[src/verilog/adc_regs.vh]
// Register offsets, field positions and reset values of the datapath cells
`ifndef ADC_REGS_VH
`define ADC_REGS_VH

// ----------------------------------------------------------------
// Byte offsets on the register bus
// ----------------------------------------------------------------
`define ADC_OFF_ADD_A     6'h00
`define ADC_OFF_ADD_B     6'h04
`define ADC_OFF_ADD_CTRL  6'h08
`define ADC_OFF_ADD_RES   6'h0C
`define ADC_OFF_SEL_DATA  6'h10
`define ADC_OFF_SEL_CTRL  6'h14
`define ADC_OFF_SEL_RES   6'h18
`define ADC_OFF_SHR_CMD   6'h1C
`define ADC_OFF_SHR_STATE 6'h20
`define ADC_OFF_SGN_CTRL  6'h24
`define ADC_OFF_SGN_RES   6'h28

// ----------------------------------------------------------------
// Field positions
// ----------------------------------------------------------------
`define ADC_ADD_CIN_BIT   0
`define ADC_ADD_ALOW_BIT  1
`define ADC_ADD_COUT_BIT  8
`define ADC_SEL_STB0_BIT  2
`define ADC_SEL_STB1_BIT  3
`define ADC_SHR_LOAD_BIT  0
`define ADC_SHR_SHIFT_BIT 1
`define ADC_SHR_SIN_BIT   2
`define ADC_SGN_INH_BIT   4
`define ADC_SGN_CTL_BIT   5

// ----------------------------------------------------------------
// Sizes and reset values
// ----------------------------------------------------------------
`define ADC_NUM_CELLS     4
`define ADC_WORD_W        8
`define ADC_RST_BYTE      8'h00
`define ADC_RST_NIB       4'h0
`define ADC_RST_ADD_CTRL  2'h0
`define ADC_RST_SEL_OUT   2'h0
`define ADC_RST_SGN_CTRL  6'h00
`define ADC_RST_WORD      32'h0000_0000

`endif

[src/verilog/adc_top.v]
// Datapath cells with an Avalon-MM register slave
//
// Design decisions made here: the placing of the registers and register access over Avalon-MM.
`timescale 1ns/1ps
`include "adc_regs.vh"

module adc_top (
  input  wire        i_core_clk,
  input  wire        i_sys_rst,
  input  wire [5:0]  i_avs_address,
  input  wire        i_avs_read,
  input  wire        i_avs_write,
  input  wire [31:0] i_avs_writedata,
  input  wire [3:0]  i_avs_byteenable,
  output reg  [31:0] o_avs_readdata,
  output reg         o_avs_waitrequest,
  output reg  [3:0]  o_shr_data,
  output reg  [1:0]  o_sel_out,
  output reg  [3:0]  o_sgn_out
);

  // ----------------------------------------------------------------
  // State
  // ----------------------------------------------------------------
  localparam ST_IDLE = 1'b0;
  localparam ST_ACK  = 1'b1;

  reg        st_q;
  reg        st_d;
  reg [7:0]  add_a_q;
  reg [7:0]  add_b_q;
  reg [1:0]  add_ctrl_q;
  reg [7:0]  sel_data_q;
  reg [3:0]  sel_ctrl_q;
  reg [5:0]  sgn_ctrl_q;
  reg [3:0]  shr_q;
  reg [3:0]  shr_d;
  reg [31:0] rdata_d;
  wire [1:0] sel_d;
  reg [3:0]  sgn_d;

  wire       req;
  wire       wr_take;
  wire       wr_low;
  wire [7:0] wbyte;
  wire [7:0] a_eff;
  wire [7:0] b_eff;
  wire       cin_eff;
  wire [7:0] sum_raw;
  wire [4:0] carry;
  wire [7:0] sum_res;
  wire       cout_res;

  assign req     = i_avs_read | i_avs_write;
  assign wr_take = i_avs_write & (st_q == ST_ACK);
  assign wr_low  = wr_take & i_avs_byteenable[0];
  assign wbyte   = i_avs_writedata[7:0];

  // ----------------------------------------------------------------
  // Bus handshake: one wait cycle, then accept
  // ----------------------------------------------------------------
  always @* begin
    case (st_q)
      ST_IDLE: st_d = req ? ST_ACK : ST_IDLE;
      ST_ACK:  st_d = ST_IDLE;
      default: st_d = ST_IDLE;
    endcase
  end

  always @(posedge i_core_clk) begin
    if (i_sys_rst) begin
      st_q              <= ST_IDLE;
      o_avs_waitrequest <= 1'b1;
    end else begin
      st_q              <= st_d;
      o_avs_waitrequest <= ~(st_d == ST_ACK);
    end
  end

  // ----------------------------------------------------------------
  // Software-written control registers
  // ----------------------------------------------------------------
  always @(posedge i_core_clk) begin
    if (i_sys_rst) begin
      add_a_q    <= `ADC_RST_BYTE;
      add_b_q    <= `ADC_RST_BYTE;
      add_ctrl_q <= `ADC_RST_ADD_CTRL;
      sel_data_q <= `ADC_RST_BYTE;
      sel_ctrl_q <= `ADC_RST_NIB;
      sgn_ctrl_q <= `ADC_RST_SGN_CTRL;
    end else if (wr_low) begin
      case (i_avs_address)
        `ADC_OFF_ADD_A:    add_a_q    <= wbyte;
        `ADC_OFF_ADD_B:    add_b_q    <= wbyte;
        `ADC_OFF_ADD_CTRL: add_ctrl_q <= wbyte[1:0];
        `ADC_OFF_SEL_DATA: sel_data_q <= wbyte;
        `ADC_OFF_SEL_CTRL: sel_ctrl_q <= wbyte[3:0];
        `ADC_OFF_SGN_CTRL: sgn_ctrl_q <= wbyte[5:0];
        default: begin
        end
      endcase
    end
  end

  // ----------------------------------------------------------------
  // Adder chain
  // ----------------------------------------------------------------
  // Active-low mode drives inverted operands and inverts the results back
  assign a_eff   = add_ctrl_q[`ADC_ADD_ALOW_BIT] ? ~add_a_q : add_a_q;
  assign b_eff   = add_ctrl_q[`ADC_ADD_ALOW_BIT] ? ~add_b_q : add_b_q;
  assign cin_eff = add_ctrl_q[`ADC_ADD_ALOW_BIT] ^ add_ctrl_q[`ADC_ADD_CIN_BIT];
  assign carry[0] = cin_eff;

  genvar gi;
  generate
    for (gi = 0; gi < `ADC_NUM_CELLS; gi = gi + 1) begin : g_add
      adc_add2 u_cell (
        .i_operand_a_bit_low  (a_eff[2*gi]),
        .i_operand_b_bit_low  (b_eff[2*gi]),
        .i_operand_a_bit_high (a_eff[2*gi+1]),
        .i_operand_b_bit_high (b_eff[2*gi+1]),
        .i_carry_in           (carry[gi]),
        .o_sum_bit_low        (sum_raw[2*gi]),
        .o_sum_bit_high       (sum_raw[2*gi+1]),
        .o_carry_out          (carry[gi+1])
      );
    end
  endgenerate

  assign sum_res  = add_ctrl_q[`ADC_ADD_ALOW_BIT] ? ~sum_raw : sum_raw;
  assign cout_res = add_ctrl_q[`ADC_ADD_ALOW_BIT] ^ carry[`ADC_NUM_CELLS];

  // ----------------------------------------------------------------
  // Dual selector and sign extension cell
  // ----------------------------------------------------------------
  generate
    for (gi = 0; gi < 2; gi = gi + 1) begin : g_sel
      // Local bit per section keeps one driver per process
      reg sect_d;

      always @* begin
        if (sel_ctrl_q[`ADC_SEL_STB0_BIT + gi]) begin
          sect_d = 1'b0;
        end else begin
          // Shared select pair, bit 1 is the high-order select
          sect_d = sel_data_q[4*gi + sel_ctrl_q[1:0]];
        end
      end

      assign sel_d[gi] = sect_d;
    end
  endgenerate

  always @* begin
    case ({sgn_ctrl_q[`ADC_SGN_INH_BIT], sgn_ctrl_q[`ADC_SGN_CTL_BIT]})
      2'b00:   sgn_d = ~sgn_ctrl_q[3:0];
      2'b01:   sgn_d = sgn_ctrl_q[3:0];
      2'b10:   sgn_d = 4'hF;
      2'b11:   sgn_d = 4'h0;
      default: sgn_d = 4'h0;
    endcase
  end

  always @(posedge i_core_clk) begin
    if (i_sys_rst) begin
      o_sel_out <= `ADC_RST_SEL_OUT;
      o_sgn_out <= `ADC_RST_NIB;
    end else begin
      o_sel_out <= sel_d;
      o_sgn_out <= sgn_d;
    end
  end

  // ----------------------------------------------------------------
  // Four-bit shift register, one step per command write
  // ----------------------------------------------------------------
  // Load tied high by software gives a two-state mode set
  always @* begin
    shr_d = shr_q;
    if (wr_low && (i_avs_address == `ADC_OFF_SHR_CMD)) begin
      if (wbyte[`ADC_SHR_SHIFT_BIT]) begin
        shr_d = {wbyte[`ADC_SHR_SIN_BIT], shr_q[3:1]};
      end else if (wbyte[`ADC_SHR_LOAD_BIT]) begin
        shr_d = wbyte[7:4];
      end
    end
  end

  always @(posedge i_core_clk) begin
    if (i_sys_rst) begin
      shr_q      <= `ADC_RST_NIB;
      o_shr_data <= `ADC_RST_NIB;
    end else begin
      shr_q      <= shr_d;
      o_shr_data <= shr_d;
    end
  end

  // ----------------------------------------------------------------
  // Read mux, latched at the cycle the request is first seen
  // ----------------------------------------------------------------
  always @* begin
    rdata_d = `ADC_RST_WORD;
    case (i_avs_address)
      `ADC_OFF_ADD_A:     rdata_d[7:0] = add_a_q;
      `ADC_OFF_ADD_B:     rdata_d[7:0] = add_b_q;
      `ADC_OFF_ADD_CTRL:  rdata_d[1:0] = add_ctrl_q;
      `ADC_OFF_ADD_RES:   rdata_d[8:0] = {cout_res, sum_res};
      `ADC_OFF_SEL_DATA:  rdata_d[7:0] = sel_data_q;
      `ADC_OFF_SEL_CTRL:  rdata_d[3:0] = sel_ctrl_q;
      `ADC_OFF_SEL_RES:   rdata_d[1:0] = sel_d;
      `ADC_OFF_SHR_STATE: rdata_d[3:0] = shr_q;
      `ADC_OFF_SGN_CTRL:  rdata_d[5:0] = sgn_ctrl_q;
      `ADC_OFF_SGN_RES:   rdata_d[3:0] = sgn_d;
      default:            rdata_d = `ADC_RST_WORD;
    endcase
  end

  always @(posedge i_core_clk) begin
    if (i_sys_rst) begin
      o_avs_readdata <= `ADC_RST_WORD;
    end else if (i_avs_read && (st_q == ST_IDLE)) begin
      o_avs_readdata <= rdata_d;
    end
  end

endmodule

[src/verilog/adc_add2.v]
// Two-bit full adder slice with carry in and carry out
`timescale 1ns/1ps
`include "adc_regs.vh"

module adc_add2 (
  input  wire i_operand_a_bit_low,
  input  wire i_operand_b_bit_low,
  input  wire i_operand_a_bit_high,
  input  wire i_operand_b_bit_high,
  input  wire i_carry_in,
  output wire o_sum_bit_low,
  output wire o_sum_bit_high,
  output wire o_carry_out
);

  wire [2:0] total;

  // Plain binary sum is self-dual, so active-low use works unchanged
  assign total = {1'b0, i_operand_a_bit_high, i_operand_a_bit_low}
               + {1'b0, i_operand_b_bit_high, i_operand_b_bit_low}
               + {2'b00, i_carry_in};
  assign o_sum_bit_low  = total[0];
  assign o_sum_bit_high = total[1];
  assign o_carry_out    = total[2];

endmodule

[config.mk]
export PLATFORM = sky130hd
export DESIGN_NAME = adc_top
export DESIGN_NICKNAME = d
export VERILOG_FILES = /design/src/verilog/adc_top.v /design/src/verilog/adc_add2.v
export VERILOG_INCLUDE_DIRS = /design/src /design/src/verilog
export SDC_FILE = /design/constraint.sdc
export NUM_CORES = 1
export LEC_CHECK = 0
export BUFFER_PORTS_ARGS = -buffer_cell sky130_fd_sc_hd__buf_4
export CAP_MARGIN = 20
export CORE_MARGIN = 1.5
export CORE_UTILIZATION = 40
export DETAILED_ROUTE_END_ITERATION = 6
export HOLD_SLACK_MARGIN = 0.15
export PLACE_DENSITY = 0.75
export SLEW_MARGIN = 20
export SYNTH_ARGS = -nofsm -noshare
export SYNTH_HDL_FRONTEND = slang
export SYNTH_HIERARCHICAL = 1
export SYNTH_SLANG_ARGS = --single-unit
[constraint.sdc]
create_clock -name i_core_clk -period 5.59 [get_ports i_core_clk]
set_input_delay 1.118 -clock i_core_clk [delete_from_list [all_inputs] [get_ports i_core_clk]]
set_output_delay 1.118 -clock i_core_clk [all_outputs]
set_load 0.02 [all_outputs]
==> impl_metrics.csv <==
group,metric,value,unit
timing,final.setup_skew,0.00573,ns
setup_path,worstSetupPathDepth,22,
timing,report.final.setup_viol,0,
setup_path,reg2reg_to,"o_avs_readdata[7]",
synth,synth_cell_type_count,55,
setup_path,crit_slowest_cell,"dfxtp_1",
global_route,grt_pass1_wl,13400,um
timing,rsz0062_at_grt,"false",
pwr,power_leakage,1.57,nW
synth,synthCells,425,
synth,synth_edf_count,0,
die,die_w,96.1,um
cts,root_buffer,"clkbuf_8",
cts,htree_num_levels,3,
setup_path,worstReg2RegStart,"add_ctrl_q[1]",
finish,layout_commonest_cell,"dfxtp_1",
setup_path,cp_max_fo,6,
cts,cts.path.max_buffers,2,
global_route,grt_pass1_vias,2668,
finish,nets,505,
timing,period_needed,5.03,ns
timing,tightest_slew,0.792,ns
cts,clkSinkCount,57,
routing,drt_iter0_markers,185,
placed_design,hpwl,6060,um
pwr,irDropWorstVdd,0.000139,V
routing,via_per_inst,5.29,
status,status,"finished clean",
timing,relSlewSlack,46.9,%
synth,ys_seq_elements,57,
die,coreArea,8300,um^2
synth,avgSynthCellArea,8.15,um^2
setup_path,crit_required,5.82,ns
synth,syn_area,3470,um^2
finish,utilization,46.3,%
job,maxCapViolations,0,
die,design.portCount,89,
setup_path,reg2reg_setup_slack,0.56,ns
setup_path,crit_path_start_kind,"flop",
routing,wl_per_cell,15.0,um
finish,drive_above_1_share,14.3,%
timing,finalCritPeriodShare,90.1,%
placed_design,portBuffers,38,
die,die_h,96.1,um
setup_path,path_class,"reg2reg",
die,initial_core_util,41.8,%
routing,num_vias,2952,
finish,syn2layout_area_growth,11.0,%
timing,tns,0,ns
die,dieArea,9230,um^2
timing,drv_slew,0,
global_route,grt_usage,19.2,%
cts,cts_resized,0,
cts,clk_pin_slew_worst_paths,0.06,ns
synth,synth-main-ff-cell,"dfxtp_1",
hold_path,hold_class,"reg2reg",
setup_path,endpoint,"o_avs_readdata[7]",
global_route,grt_max_degree,57,
placed_design,dp_slack,0.536,ns
routing,dr.pass1.iters,4,
timing,hold_viol_final,0,
global_route,antenna_found_initial,0,
finish,diodes,0,
setup_path,timing.critical_path.buf_inv,8,
synth,async_flop_share,0,%
routing,antenna_left,0,
die,rows,33,
cts,cts_tree,"yes",
routing,routed_wl,8380,um
finish,final_cell_mix,"dfxtp_1, buf_4, nand2_1, nor2_1, a21oi_1",
cts,numCtsBuffers,9,
cts,insertion_delay,0.34,ns
synth,yosysWarnings,6,
setup_path,max_stage_delay,0.49,ns
pwr,p_per_area,212,nW/um^2
cts,post_cts_buffers,0,
routing,drc_errors,0,
cts,cts_hold_buffers,0,
timing,fmax,199,MHz
synth,ys_seq_area_share,32.9,%
setup_path,reg2reg_depth,22,
setup_path,cp_top_family,"adder cells",
setup_path,crit_start,"add_ctrl_q[1]",
setup_path,critPathCaptureType,"flop",
global_route,grt-ovfl-total,0,
timing,setup_ws,0.556,ns
setup_path,cp.arrival,5.27,ns
placed_design,finalWeightedCongestion,0.867,
setup_path,crit_chain,"xor2_1, inv_1, fa_1, fa_1, inv_1, inv_1, fa_1, fa_1, inv_1, inv_1, fa_1, fa_1, inv_1, inv_1, fa_1, fa_1, inv_1, xnor2_1, nand2_1, o211ai_1, nand2_1, a22o_1",
## stage by stage
stage / instances / hold WS, ns / area [um^2] / power, mW
final: 558 / 0.464 / 3850 / 0.816
after detailed placement: 545 / 0.459 / 3700 / 0.507
after CTS: 558 / 0.470 / 3850 / 0.818
after global placement: 545 / 0.454 / 3700 / 0.506
after floorplan: 447 / 0.444 / 3550 / 0.490
after global routing: 558 / 0.495 / 3850 / 0.842
## worst min-delay path, cell delays in order (launching register included)
cell	delay (ns)
dfxtp_1	0.32
nand2_1	0.05
nand3_1	0.06
## flip-flops by register name, summed over array words and instances, names as in the netlist
signal and count:
sel_data_q 8, add_b_q 8, add_a_q 8, o_sel_out 2
o_sgn_out 4, o_avs_waitrequest 1, sgn_ctrl_q 6, add_ctrl_q 2
sel_ctrl_q 4, o_avs_readdata 9, st_q 1, shr_q 4
## Yosys cell counts (6+ instances only)
library cell  number  area share [%]
dfxtp_1           57              33
nand2_1           39             4.2
nor2_1            39             4.2
a21oi_1           38             5.5
inv_1             36             3.9
buf_4             25             5.4
nand3_1           24             3.5
mux2i_1           19             5.5
xor2_1            19             4.8
clkbuf_1          14             1.5
xnor2_1           12             3.0
nor3_1            11             1.6
fa_1               8             4.6
o21ai_0            8             1.2
nor2b_1            6             1.1
## power by group
part	total (mW)	switching (mW)	internal [mW]
clock network	0.317	0.152	0.165
logic	0.0872	0.0617	0.0255
registers	0.412	0.00167	0.410
total	0.816	0.215	0.601
## worst min-delay path by stage
stage | from | end | slack, ns | cells past startpoint
after floorplan | sel_ctrl_q[2] | sel_ctrl_q[2] | 0.44 | 2
after global placement | o_avs_readdata[1] | o_avs_readdata[1] | 0.45 | 2
after detailed placement | o_avs_readdata[1] | o_avs_readdata[1] | 0.46 | 2
after CTS | sgn_ctrl_q[2] | sgn_ctrl_q[2] | 0.47 | 2
after global routing | sgn_ctrl_q[2] | sgn_ctrl_q[2] | 0.49 | 2
final | o_avs_readdata[1] | o_avs_readdata[1] | 0.46 | 2
## layout make-up
type	count	area, um^2
sequential	57	1140
tap	105	131
fill	851	4450
inverter	37	139
clock inverter	1	5.00
clock buffer	12	145
timing repair buffer	40	300
multi-input combinational	306	1980
## cell families (layout without fill, tap and decap cells)
kind of cell / Yosys count / in the layout / synth area share (%)
muxes: 25 / 25 / 7.76
AOI/OAI and AO/OA: 75 / 75 / 13.6
and+or+nand+nor: 143 / 143 / 20.7
DFF: 57 / 57 / 32.9
adders and majority gates: 9 / 9 / 4.91
buffers and inverters: 84 / 90 / 12.2
xor gates and xnor gates: 31 / 31 / 7.83
other: 1 / 23 / 0.108
## metal layers
metal / part of all wire (%) / global-route usage (%) / up-vias
met5: 0 / 0 / -
met4: 1.8 / 6.86 / 0
met3: 9.9 / 4.98 / 18
met2: 44 / 29.0 / 121
met1: 45 / 26.4 / 1381
li1: - / - / 1432
Power figures use the tool's default switching activity.
